<file path="src/port_prio_pkg.sv">
// shared constants and types for the per-port priority register bank
package port_prio_pkg;

  // ****************************************
  // register offsets (byte addresses)
  // ****************************************
  localparam logic [11:0] off_block_usage  = 12'h004;
  localparam logic [11:0] off_default_tag  = 12'h008;
  localparam logic [11:0] off_tx_remap     = 12'h00c;
  localparam logic [11:0] off_prio_control = 12'h010;
  localparam logic [11:0] off_rx_remap     = 12'h014;

  // ****************************************
  // field positions and widths
  // ****************************************
  localparam int rx_blk_lsb     = 0;
  localparam int rx_blk_w       = 6;
  localparam int tx_blk_lsb     = 8;
  localparam int tx_blk_w       = 5;
  localparam int tag_vid_lsb    = 0;
  localparam int tag_cfi_bit    = 12;
  localparam int tag_pri_lsb    = 13;
  localparam int remap_stride   = 4;
  localparam int rlim_lsb       = 0;
  localparam int arb_type_bit   = 8;
  localparam int host_thr_lsb   = 12;
  localparam int rx_pfc_lsb     = 16;
  localparam int tx_pfc_lsb     = 24;
  localparam int num_prio       = 8;

  // ****************************************
  // reset values and write masks
  // ****************************************
  localparam logic [5:0]  rx_blk_reset   = 6'h01;
  localparam logic [4:0]  tx_blk_reset   = 5'h00;
  localparam logic [3:0]  host_thr_reset = 4'h9;
  localparam logic [31:0] remap_identity = 32'h7654_3210;
  localparam logic [31:0] remap_mask     = 32'h7777_7777;
  localparam logic [31:0] tag_mask       = 32'h0000_ffff;
  localparam logic [31:0] host_ctl_mask  = 32'h00ff_01ff;
  localparam logic [31:0] ext_ctl_mask   = 32'hffff_f0ff;
  localparam logic [31:0] ext_ctl_reset  = 32'h0000_9000;
  localparam logic [31:0] zero_word      = 32'h0000_0000;

  // ****************************************
  // types
  // ****************************************
  typedef struct packed {
    logic [11:0] addr;
    logic [31:0] wdata;
    logic        wr;
    logic        rd;
  } reg_req_t;

  typedef struct packed {
    logic [7:0] rx_pfc_enable;
    logic [7:0] tx_pfc_enable;
    logic       rx_round_robin;
    logic [7:0] host_ingress_limited;
    logic [7:0] ext_egress_limited;
    logic [3:0] host_send_free_block_threshold;
  } prio_ctl_t;

endpackage

</file>
<file path="src/switch_port_priority_regs.sv">
// per-port priority, tag and block-usage register bank of a switch port
//
// The plain strobed port and the address map were decided locally.
module switch_port_priority_regs #(
  parameter bit IS_HOST_PORT = 1'b0
) (
  input  wire logic                            clock,
  input  wire logic                            rst_b,
  input  wire logic                            clk_en,
  input  wire port_prio_pkg::reg_req_t         reg_req,
  output logic [31:0]                          reg_rdata,
  input  wire logic                            rx_blocks_update,
  input  wire logic [5:0]                      rx_blocks_value,
  input  wire logic                            tx_blocks_update,
  input  wire logic [4:0]                      tx_blocks_value,
  input  wire logic [2:0]                      tx_hdr_priority,
  output logic [2:0]                           tx_switch_priority,
  input  wire logic [2:0]                      rx_pkt_priority,
  output logic [2:0]                           rx_hdr_priority,
  input  wire logic [4:0]                      free_tx_blocks,
  output logic                                 host_send_allowed,
  output logic [15:0]                          default_tag,
  output port_prio_pkg::prio_ctl_t             prio_ctl
);

  // ****************************************
  // storage
  // ****************************************
  logic [5:0]  rx_fifo_blocks_used;
  logic [4:0]  tx_fifo_blocks_used;
  logic [31:0] tag_reg;
  logic [31:0] tx_remap;
  logic [31:0] rx_remap;
  logic [31:0] ctl_reg;

  logic [31:0] ctl_mask;
  logic [31:0] ctl_reset;

  assign ctl_mask  = IS_HOST_PORT ? port_prio_pkg::host_ctl_mask : port_prio_pkg::ext_ctl_mask;
  assign ctl_reset = IS_HOST_PORT ? port_prio_pkg::zero_word : port_prio_pkg::ext_ctl_reset;

  function automatic logic [2:0] remap_lookup(input logic [31:0] table_word,
                                              input logic [2:0]  index);
    logic [31:0] shifted;
    shifted = table_word >> (index * port_prio_pkg::remap_stride);
    return shifted[2:0];
  endfunction

  function automatic logic hit(input logic [11:0] a, input logic [11:0] off);
    return a == off;
  endfunction

  // ****************************************
  // block usage status
  // ****************************************
  always_ff @(posedge clock) begin
    if (!rst_b) begin
      rx_fifo_blocks_used <= port_prio_pkg::rx_blk_reset;
    end else if (clk_en && rx_blocks_update) begin
      rx_fifo_blocks_used <= rx_blocks_value;
    end
  end

  always_ff @(posedge clock) begin
    if (!rst_b) begin
      tx_fifo_blocks_used <= port_prio_pkg::tx_blk_reset;
    end else if (clk_en && tx_blocks_update) begin
      tx_fifo_blocks_used <= tx_blocks_value;
    end
  end

  // ****************************************
  // writable registers
  // ****************************************
  always_ff @(posedge clock) begin
    if (!rst_b) begin
      tag_reg <= port_prio_pkg::zero_word;
    end else if (clk_en && reg_req.wr && hit(reg_req.addr, port_prio_pkg::off_default_tag)) begin
      tag_reg <= reg_req.wdata & port_prio_pkg::tag_mask;
    end
  end

  always_ff @(posedge clock) begin
    if (!rst_b) begin
      tx_remap <= port_prio_pkg::remap_identity;
    end else if (clk_en && reg_req.wr && hit(reg_req.addr, port_prio_pkg::off_tx_remap)) begin
      tx_remap <= reg_req.wdata & port_prio_pkg::remap_mask;
    end
  end

  always_ff @(posedge clock) begin
    if (!rst_b) begin
      rx_remap <= port_prio_pkg::remap_identity;
    end else if (clk_en && reg_req.wr && hit(reg_req.addr, port_prio_pkg::off_rx_remap)) begin
      rx_remap <= reg_req.wdata & port_prio_pkg::remap_mask;
    end
  end

  // layout depends on host or external port; reserved bits held at zero
  always_ff @(posedge clock) begin
    if (!rst_b) begin
      ctl_reg <= ctl_reset;
    end else if (clk_en && reg_req.wr && hit(reg_req.addr, port_prio_pkg::off_prio_control)) begin
      ctl_reg <= reg_req.wdata & ctl_mask;
    end
  end

  // ****************************************
  // read port, data one cycle after strobe
  // ****************************************
  always_ff @(posedge clock) begin
    if (!rst_b) begin
      reg_rdata <= port_prio_pkg::zero_word;
    end else if (clk_en) begin
      if (!reg_req.rd) begin
        reg_rdata <= port_prio_pkg::zero_word;
      end else if (hit(reg_req.addr, port_prio_pkg::off_block_usage)) begin
        reg_rdata <= port_prio_pkg::zero_word;
        reg_rdata[port_prio_pkg::rx_blk_lsb +: port_prio_pkg::rx_blk_w] <=
          rx_fifo_blocks_used;
        reg_rdata[port_prio_pkg::tx_blk_lsb +: port_prio_pkg::tx_blk_w] <=
          tx_fifo_blocks_used;
      end else if (hit(reg_req.addr, port_prio_pkg::off_default_tag)) begin
        reg_rdata <= tag_reg;
      end else if (hit(reg_req.addr, port_prio_pkg::off_tx_remap)) begin
        reg_rdata <= tx_remap;
      end else if (hit(reg_req.addr, port_prio_pkg::off_prio_control)) begin
        reg_rdata <= ctl_reg;
      end else if (hit(reg_req.addr, port_prio_pkg::off_rx_remap)) begin
        reg_rdata <= rx_remap;
      end else begin
        reg_rdata <= port_prio_pkg::zero_word;
      end
    end
  end

  // ****************************************
  // datapath outputs
  // ****************************************
  always_ff @(posedge clock) begin
    if (!rst_b) begin
      tx_switch_priority <= 3'h0;
      rx_hdr_priority    <= 3'h0;
    end else if (clk_en) begin
      tx_switch_priority <= remap_lookup(tx_remap, tx_hdr_priority);
      rx_hdr_priority    <= remap_lookup(rx_remap, rx_pkt_priority);
    end
  end

  assign default_tag = tag_reg[15:0];

  always_comb begin
    prio_ctl = '0;
    prio_ctl.rx_pfc_enable = ctl_reg[port_prio_pkg::rx_pfc_lsb +: port_prio_pkg::num_prio];
    if (IS_HOST_PORT) begin
      prio_ctl.rx_round_robin = ctl_reg[port_prio_pkg::arb_type_bit];
      // thermometer bits map one-to-one onto channels; egress never limited
      prio_ctl.host_ingress_limited =
        ctl_reg[port_prio_pkg::rlim_lsb +: port_prio_pkg::num_prio];
    end else begin
      prio_ctl.tx_pfc_enable = ctl_reg[port_prio_pkg::tx_pfc_lsb +: port_prio_pkg::num_prio];
      prio_ctl.ext_egress_limited =
        ctl_reg[port_prio_pkg::rlim_lsb +: port_prio_pkg::num_prio];
      prio_ctl.host_send_free_block_threshold = ctl_reg[port_prio_pkg::host_thr_lsb +: 4];
    end
  end

  // external port gate for a non-rate-limited host receive thread
  assign host_send_allowed = IS_HOST_PORT ? 1'b1 :
    ({1'b0, free_tx_blocks} >= {2'b00, ctl_reg[port_prio_pkg::host_thr_lsb +: 4]});

endmodule

</file>
<file path="config.mk">
export PLATFORM = sky130hd
export DESIGN_NAME = switch_port_priority_regs
export DESIGN_NICKNAME = d
export VERILOG_FILES = /design/src/port_prio_pkg.sv /design/src/switch_port_priority_regs.sv
export SDC_FILE = /design/constraint.sdc
export NUM_CORES = 1
export LEC_CHECK = 0
export ABC_AREA = 1
export ABC_CLOCK_PERIOD_IN_PS = 1200
export CAP_MARGIN = 10
export CORE_UTILIZATION = 57
export CTS_CLUSTER_SIZE = 25
export DETAILED_ROUTE_END_ITERATION = 10
export DONT_BUFFER_PORTS = 1
export GPL_ROUTABILITY_DRIVEN = 0
export PLACE_DENSITY_LB_ADDON = 0.15
export SLEW_MARGIN = 20
export SYNTH_ARGS = -nofsm -noshare
export SYNTH_HDL_FRONTEND = slang
export SYNTH_SLANG_ARGS = --single-unit
</file>
<file path="constraint.sdc">
create_clock -name clock -period 1.2 [get_ports clock]
set_input_delay 0.06 -clock clock [delete_from_list [all_inputs] [get_ports clock]]
set_output_delay 0.06 -clock clock [all_outputs]
set_load 0.03 [all_outputs]
</file>
==> impl_metrics.env, run 1 <==
export IMPL_finalMaxSlewViolations=0
export IMPL_max_freq_mhz=605
export IMPL_synth_edff_count=0
export IMPL_rsz0062_at_grt="true"
export IMPL_worstMarginPinSlew_ns=0.587
export IMPL_synth_ff_type="dfxtp_1"
export IMPL_synth_seq_cells=141
export IMPL_post_drt_wl_per_cell_um=17.3
export IMPL_grt_max_degree=99
export IMPL_cts_root_buf="clkbuf_16"
export IMPL_num_rows=38
export IMPL_synth_top_area_cell="dfxtp_1"
export IMPL_switchingPower_mw=2.34
export IMPL_dr_pass1_iters=5
export IMPL_start_kind="register"
export IMPL_layout_setup_ws_ns=-0.452
export IMPL_relSlewSlack=0.609
export IMPL_synthDistinctLibCells=32
export IMPL_critPathMaxFanout=2
export IMPL_synth_area_mm2=0.00660
export IMPL_core_area_mm2=0.0111
export IMPL_clk_latency_ns=0.42
export IMPL_synth_common_cells="dfxtp_1 (141), nand2_1 (134), a21oi_1 (128)"
export IMPL_seqPwrFrac=0.447
export IMPL_syn_area_per_cell_um2=7.19
export IMPL_clk_path_buf_depth=2
export IMPL_fin_util=0.746
export IMPL_netlist_area_leader_share=0.428
export IMPL_clock_sinks=141
export IMPL_leakage_nw=3.77
export IMPL_whs_ns=-0.259
export IMPL_io_pins=165
export IMPL_path_cells="inv_4, ha_4, a21boi_2, o21a_1, o21ai_2, nand2_2"
export IMPL_internal_power_mw=8.29
export IMPL_fin_worst_skew_ns=0.00704
export IMPL_post_route_min_period_ns=1.65
export IMPL_switching_share=0.220
export IMPL_ir_drop_uv=1350
export IMPL_criticalPathCategory="register to output port"
export IMPL_crit_path_end_kind="output port"
export IMPL_antenna_found_initial=0
export IMPL_powerDensity_mw_per_mm2=1290
export IMPL_drc=0
export IMPL_initialDrtViolationCount=814
export IMPL_dp_hpwl_um=14200
export IMPL_clkTransAtPathRegs_ns=0.06
export IMPL_chipWidth_um=110
export IMPL_grt_overflow=0
export IMPL_via_count=6587
export IMPL_cts_buffers=17
export IMPL_grtUsageTotal=0.341
export IMPL_htreeDepth=4
export IMPL_grt_pass1_vias=5897
export IMPL_hold_viol=97
export IMPL_drive_gt1_frac=0.188
export IMPL_status="finished with violations"
export IMPL_async_flop_share=0
export IMPL_required_ns=1.14
export IMPL_cp_arrival_ns=1.59
export IMPL_netlist_instances=918
export IMPL_area_growth_pct=25.2
export IMPL_failed_checks="negative hold slack, negative setup slack"
export IMPL_cts_setup_buffers=0
export IMPL_via_per_inst=5.67
export IMPL_cts_tree="built"
export IMPL_initial_core_util=0.595
export IMPL_dieArea_mm2=0.0120
export IMPL_largest_reg_flops=32
export IMPL_ant_nets=0
export IMPL_fin_crit_sh=1.38
export IMPL_seq_area_frac_synth=0.428
export IMPL_critPathSlowestCell="dfxtp_4"
export IMPL_io_buffers=0
export IMPL_place_ws_ns=-0.219
export IMPL_nets=1087
export IMPL_max_stage_delay_ns=0.35
export IMPL_wirelength_um=20100
export IMPL_synth_most_common_cell="dfxtp_1"
export IMPL_cap_violations=0
export IMPL_synthTopCellsByArea="dfxtp_1 (43%), a21oi_1 (9.7%), nand2_1 (7.6%), inv_1 (7.2%), o21ai_1 (6.2%)"
export IMPL_power_frac_clock=0.497
export IMPL_hp_class="input port to register"
export IMPL_grt_pass1_wl_um=30500
export IMPL_pwr_share_comb=0.056
export IMPL_fp_dieH_um=110
export IMPL_yosysWarnings=0
export IMPL_finalSetupViolCount=1
==> cell type report <==
class / count / area, um^2
clock buffer: 24 / 512
inverter: 136 / 513
clock inverter: 6 / 81.3
fill: 838 / 2820
timing repair buffer: 131 / 1130
sequential: 141 / 2830
antenna: 1 / 2.50
multi-input combinational: 583 / 3010
tap: 140 / 175
==> worst paths after layout <==
check                    from                endpoint  slack [ns]  cells after the start
hold / removal          rst_b  rx_fifo_blocks_used[0]       -0.26                      1
hold reg to reg   tx_remap[8]             tx_remap[8]        0.46                      2
setup / recovery  ctl_reg[13]       host_send_allowed       -0.45                      6
setup reg to reg  tx_remap[0]   tx_switch_priority[0]        0.06                      4
==> critical path, delay by kind of cell (launching register included) <==
| kind | cells | cell delay (ns) |
|---|---|---|
| fa+ha+maj | 1 | 0.20 |
| buf+inv | 1 | 0.04 |
| flops | 1 | 0.35 |
| simple gates | 1 | 0.14 |
| compound gates | 3 | 0.45 |
==> cell usage in the layout, fill, tap and decap left out, types with 4 or more instances in the layout <==
cell / instances
buf_4: 108
nand3_1: 52
clkbuf_16: 17
o211ai_1: 15
o211ai_2: 12
inv_2: 5
dlygate4sd3_1: 13
nor2_2: 4
inv_1: 126
a211oi_1: 12
conb_1: 9
dfxtp_1: 138
clkbuf_8: 6
nor2_1: 48
o21ai_0: 51
o22ai_1: 7
nand2_2: 7
buf_12: 9
o21ai_1: 82
clkinv_1: 4
nand2_1: 132
a21oi_1: 126
==> cells by family after synthesis <==
logic type	share of synthesized area
fa+ha+maj	0.00759
flops	0.428
mux	0.00455
compound gates	0.265
simple gates	0.166
buf+inv	0.129
other cells	0.000568
==> through the flow <==
stage	TNS (ns)	instances	instance area (um^2)	power (mW)	hold WS (ns)
3_3_place_gp	-5.96	1117	7490	5.33	0.149
2_1_floorplan	-0.0970	926	6680	5.30	0.173
4_1_cts	-0.499	1160	8220	10.6	-0.277
6_report	-0.452	1162	8260	10.6	-0.259
5_1_grt	-0.491	1161	8260	10.9	-0.275
3_5_place_dp	-10.12	1117	7490	5.35	0.152
==> power groups by stage <==
stage | sequential, mW | clock (mW) | combinational [mW]
2_1_floorplan | 4.87 | 0 | 0.427
3_5_place_dp | 4.85 | 0 | 0.499
3_3_place_gp | 4.85 | 0 | 0.484
4_1_cts | 4.75 | 5.28 | 0.574
5_1_grt | 4.75 | 5.50 | 0.644
6_report | 4.75 | 5.28 | 0.590
==> layer usage <==
| metal | global-route usage | part of all wire |
|---|---|---|
| met1 | 0.465 | 0.42 |
| met2 | 0.522 | 0.45 |
| met3 | 0.0848 | 0.097 |
| met4 | 0.121 | 0.029 |
| met5 | 0 | 0 |
==> timing repair <==
| item | CTS | global route |
|---|---|---|
| endpoints found under the hold margin | 109 | 97 |
| resized for setup | 1 | 7 |
| pin swaps | 3 | 0 |
| hold buffers | 13 | 1 |
| endpoints found under the setup margin | 1 | 15 |
No activity file was read; power rests on OpenSTA's default activity.
==> run 2: changes to the inputs <==
--- a/config.mk
+++ b/config.mk
@@ -10,3 +10,4 @@
 export CAP_MARGIN = 10
-export CORE_UTILIZATION = 57
+export CORE_UTILIZATION = 60
+export CTS_BUF_LIST = sky130_fd_sc_hd__clkbuf_8
 export CTS_CLUSTER_SIZE = 25
@@ -20 +21,2 @@
 export SYNTH_SLANG_ARGS = --single-unit
+export TNS_END_PERCENT = 30
==> constraint.sdc (replaced) <==
create_clock -name clock -period 1.2 [get_ports clock]
set_input_delay 0.24 -clock clock [delete_from_list [all_inputs] [get_ports clock]]
set_output_delay 0.24 -clock clock [all_outputs]
set_load 0.03 [all_outputs]
==> run 2 against run 1 <==
The flow still finishes with violations (negative hold slack, negative setup slack); register-to-register slack got worse by 0.08 ns; clock skew increased by 0.0053 ns; non-clock buffer count up 23; global-route usage is 5.3 points higher; critical path type unchanged; largest power group is now registers.
==> impl_metrics.env, run 2 (synthesis gave the netlist of run 1 again) <==
export IMPL_layout_common_cells="inv_1 (127), a21oi_1 (115), nand2_1 (112)"
export IMPL_clk_latency_ns=0.46
export IMPL_place_ws_ns=-0.331
export IMPL_largest_reg_flops=32
export IMPL_clock_sinks=141
export IMPL_cts_root_buf="clkbuf_8"
export IMPL_num_rows=37
export IMPL_whs_ns=-0.0944
export IMPL_fillers=602
export IMPL_cts_tree="built"
export IMPL_initialDrtViolationCount=778
export IMPL_initial_core_util=0.628
export IMPL_grtUsageTotal=0.393
export IMPL_leakage_nw=3.90
export IMPL_start_kind="register"
export IMPL_antennaDiodeCount=0
export IMPL_hold_viol=79
export IMPL_required_ns=0.96
export IMPL_relSlewSlack=0.664
export IMPL_clk_path_buf_depth=2
export IMPL_drc=0
export IMPL_regArea_mm2=0.00294
export IMPL_dp_hpwl_um=14800
export IMPL_max_freq_mhz=534
export IMPL_cap_violations=0
export IMPL_antenna_found_initial=0
export IMPL_dieArea_mm2=0.0114
export IMPL_finalMaxSlewViolations=0
export IMPL_grt_overflow=0
export IMPL_critPathMaxFanout=2
export IMPL_ir_drop_uv=964
export IMPL_via_count=7115
export IMPL_wirelength_um=22900
export IMPL_powerDensity_mw_per_mm2=1020
export IMPL_worstMarginPinSlew_ns=0.502
export IMPL_finalSetupViolCount=10
export IMPL_max_stage_delay_ns=0.35
export IMPL_via_per_inst=6.02
export IMPL_fin_crit_sh=1.56
export IMPL_ant_nets=0
export IMPL_fin_worst_skew_ns=0.0123
export IMPL_grt_pass1_vias=6741
export IMPL_area_growth_pct=34.6
export IMPL_nets=1110
export IMPL_grt_max_degree=99
export IMPL_core_area_mm2=0.0105
export IMPL_final_common_cell="inv_1"
export IMPL_cts_buffers=17
export IMPL_layout_setup_ws_ns=-0.671
export IMPL_drive_gt1_frac=0.315
export IMPL_fp_dieH_um=107
export IMPL_critPathSlowestCell="dfxtp_4"
export IMPL_hp_class="input port to register"
export IMPL_post_drt_wl_per_cell_um=19.4
export IMPL_crit_path_end_kind="output port"
export IMPL_criticalPathCategory="register to output port"
export IMPL_path_cells="inv_4, ha_4, a21boi_2, o21a_1, o21ai_2, nand2_2"
export IMPL_io_pins=165
export IMPL_io_buffers=0
export IMPL_post_route_min_period_ns=1.87
export IMPL_failed_checks="negative hold slack, negative setup slack"
export IMPL_grt_pass1_wl_um=34400
export IMPL_status="finished with violations"
export IMPL_rsz0062_at_grt="true"
export IMPL_dr_pass1_iters=6
export IMPL_cp_arrival_ns=1.63
export IMPL_clkTransAtPathRegs_ns=0.08
export IMPL_chipWidth_um=107
export IMPL_multi_input_area_mm2=0.00321
export IMPL_htreeDepth=4
export IMPL_total_power_mw=9.09
run 2: cell count changes in the layout (fill, tap and decap cells not counted), moves of 18 or more:
cell     delta
nand2_2    +18
nand2_1    -20
dfxtp_2    +80
dfxtp_1    -82
buf_6      +80
buf_4      -71
run 2: worst max-delay path: cells and delay by family (launching register included):
family / cells / cell delay [ns]
compound gates: 3 / 0.43
buf+inv: 1 / 0.06
flops: 1 / 0.35
fa+ha+maj: 1 / 0.18
simple gates: 1 / 0.14
run 2: timing repair:
action | in CTS | in global routing
hold buffers | 24 | 1
setup buffers | 1 | 5
pin swaps | 3 | 7
endpoints found under the hold margin | 108 | 82
cloned | 0 | 0
endpoints found under the setup margin | 66 | 75
gates resized for setup | 116 | 78
run 2: layout make-up:
| cell class | count | area share |
|---|---|---|
| multi-input cells | 583 | 0.362 |
| flip-flops and latches | 141 | 0.331 |
| repair buffers | 154 | 0.188 |
| inverters | 136 | 0.0581 |
| clock buffers | 22 | 0.0341 |
| well taps | 136 | 0.0192 |
| clock inverters | 10 | 0.00817 |
run 2: power by group:
group          internal [mW]  switching (mW)
clock network           1.87            1.79
logic                  0.257           0.429
registers               4.71          0.0359
total                   6.84            2.25
run 2: worst paths after layout:
path,slack [ns],depth (start not counted),endpoint,from
hold / removal,-0.09,1,rx_remap[12],rst_b
setup reg to reg,-0.02,8,reg_rdata[0],rx_remap[0]
hold reg to reg,0.47,2,ctl_reg[19],ctl_reg[19]
setup / recovery,-0.67,6,host_send_allowed,ctl_reg[13]
run 2: stage by stage:
step,instances,utilization,setup TNS [ns],instance area [um^2]
final,1182,0.845,-0.773,8880
after global routing,1182,0.845,-1.27,8880
after global placement,1119,0.732,-21.12,7700
after CTS,1176,0.821,-0.753,8630
after detailed placement,1119,0.732,-26.32,7700
after floorplan,926,-,-10.43,6860
run 2: per-layer routing:
layer  vias to the layer above  routed length, um  share of wire  GRT usage
li1                       3247                  -              -          -
met1                      3276               8570           0.37      0.488
met2                       503              10900           0.47      0.641
met3                        89               2540           0.11      0.107
met4                         0                947          0.041      0.168
met5                         -                  0              0          0
==> run 3: changes to the inputs <==
CELL_PAD_IN_SITES_DETAIL_PLACEMENT = 1   (was default)
CELL_PAD_IN_SITES_GLOBAL_PLACEMENT = 2   (was default)
CORE_UTILIZATION = 32   (was 60)
==> run 3 against run 2 <==
Cell count rose by 12%; largest power group unchanged; worst hold slack improved by 0.017 ns; critical path depth did not move; non-clock buffer count rose by 6; power rose by 5.0%; the run still ends with negative hold slack, negative setup slack left; largest cell class unchanged; global-route usage fell by 15 points; combinational power rose by 3.2%; clock-buffer cell count fell by 2; worst setup slack improved by 0.0040 ns; sequential power barely moved; highest routed layer unchanged.
==> impl_metrics.env, run 3 (synthesis gave the netlist of run 1 again) <==
export IMPL_fin_util=0.454
export IMPL_core_area_mm2=0.0202
export IMPL_clk_path_buf_depth=2
export IMPL_fin_worst_skew_ns=0.0120
export IMPL_total_power_mw=9.55
export IMPL_grtUsageTotal=0.244
export IMPL_grt_pass1_vias=6780
export IMPL_pwr_share_comb=0.074
export IMPL_clkTransAtPathRegs_ns=0.08
export IMPL_max_freq_mhz=536
export IMPL_hold_depth=1
export IMPL_final_common_cell="inv_1"
export IMPL_fin_crit_sh=1.56
export IMPL_worstMarginPinSlew_ns=0.583
export IMPL_post_drt_wl_per_cell_um=19.5
export IMPL_initialDrtViolationCount=353
export IMPL_place_ws_ns=-0.461
export IMPL_criticalPathCategory="register to output port"
export IMPL_htreeDepth=4
export IMPL_switchingPower_mw=2.38
export IMPL_grt_pass1_wl_um=39400
export IMPL_power_frac_clock=0.431
export IMPL_initial_core_util=0.326
export IMPL_dr_pass1_iters=5
export IMPL_clock_sinks=141
export IMPL_cap_violations=0
export IMPL_layout_setup_ws_ns=-0.667
export IMPL_grt_overflow=0
export IMPL_area_growth_pct=39.3
export IMPL_relSlewSlack=0.610
export IMPL_start_kind="register"
export IMPL_internal_power_mw=7.17
export IMPL_via_count=6680
export IMPL_drc=0
export IMPL_finalMaxSlewViolations=0
export IMPL_chipWidth_um=146
export IMPL_hp_class="input port to register"
export IMPL_grt_max_degree=99
export IMPL_antenna_found_initial=0
export IMPL_io_buffers=0
export IMPL_whs_ns=-0.0769
export IMPL_rsz0062_at_grt="true"
export IMPL_switching_share=0.250
export IMPL_seqPwrFrac=0.495
export IMPL_critPathMaxFanout=2
export IMPL_nets=1116
export IMPL_num_rows=52
export IMPL_powerDensity_mw_per_mm2=1040
export IMPL_status="finished with violations"
export IMPL_ir_drop_uv=623
export IMPL_cts_buffers=17
export IMPL_crit_path_end_kind="output port"
export IMPL_largest_reg_flops=32
export IMPL_reg2reg_depth=8
export IMPL_place_area_mm2=0.00784
export IMPL_layout_common_cells="inv_1 (125), a21oi_1 (117), nand2_1 (114)"
export IMPL_via_per_inst=5.06
export IMPL_post_route_min_period_ns=1.87
export IMPL_io_pins=165
export IMPL_hold_viol=48
export IMPL_antennaDiodeCount=0
export IMPL_cp_arrival_ns=1.63
export IMPL_dieArea_mm2=0.0212
export IMPL_cts_tree="built"
export IMPL_ant_nets=0
export IMPL_drive_gt1_frac=0.327
export IMPL_fp_dieH_um=146
export IMPL_wirelength_um=25800
export IMPL_finalSetupViolCount=6
export IMPL_leakage_nw=3.95
export IMPL_cts_root_buf="clkbuf_8"
export IMPL_required_ns=0.96
export IMPL_failed_checks="negative hold slack, negative setup slack"
export IMPL_clk_latency_ns=0.45
export IMPL_fin_area_mm2=0.00919
export IMPL_dp_hpwl_um=18600
run 3: cell count changes in the layout (fill, tap and decap cells not counted), moves of 4 or more:
cell      change
o21ai_0       -4
nor2_2        +6
dfxtp_4       +5
o21ai_1       +4
nor2_1        -6
dfxtp_2       -4
a211oi_1      -6
a211oi_2      +6
run 3: per-layer routing:
| layer | share of wire | global-route usage | vias to the layer above |
|---|---|---|---|
| met5 | 0 | 0 | - |
| met4 | 0.012 | 0.0674 | 0 |
| met3 | 0.045 | 0.0517 | 18 |
| met2 | 0.48 | 0.397 | 157 |
| met1 | 0.46 | 0.326 | 3255 |
| li1 | - | - | 3250 |
run 3: path summary, 6_finish.rpt:
kind                            slack (ns)        start                end
worst max-delay path                 -0.67  ctl_reg[13]  host_send_allowed
worst min register to register        0.46  rx_remap[4]        rx_remap[4]
worst max register to register        0.06  rx_remap[1]       reg_rdata[1]
worst min-delay path                 -0.08        rst_b       rx_remap[28]
run 3: cell type report:
| cell class | count | area, um^2 |
|---|---|---|
| inverter | 136 | 515 |
| clock inverter | 11 | 140 |
| clock buffer | 20 | 275 |
| tap | 270 | 338 |
| timing repair buffer | 160 | 1720 |
| sequential | 141 | 2950 |
| fill | 2472 | 11000 |
| multi-input combinational | 583 | 3250 |
run 3: worst max-delay path, cell delays in order, from the launching register on:
cell and delay, ns:
dfxtp_4 0.36, inv_4 0.06, ha_4 0.18, a21boi_2 0.15
o21a_1 0.18, o21ai_2 0.12, nand2_2 0.14
run 3: metrics by stage:
step | setup TNS (ns) | cells
2_1_floorplan | -10.43 | 926
3_3_place_gp | -25.84 | 1252
3_5_place_dp | -31.49 | 1252
4_1_cts | -1.11 | 1318
5_1_grt | -1.85 | 1321
6_report | -0.781 | 1321
run 3: repair_timing:
action	in CTS	in global routing
gates resized for setup	165	53
endpoints found under the hold margin	109	81
pin swaps	3	8
endpoints found under the setup margin	83	67
setup buffers	11	0
hold buffers	24	3
gates cloned	0	1
run 3: power groups by stage:
stage               Clock [mW]  Sequential [mW]  Combinational [mW]
floorplan                    0             4.87               0.447
global placement             0             4.85               0.549
detailed placement           0             4.85               0.562
CTS                       4.21             4.73               0.682
global route              4.38             4.73               0.772
finish                    4.11             4.73               0.708
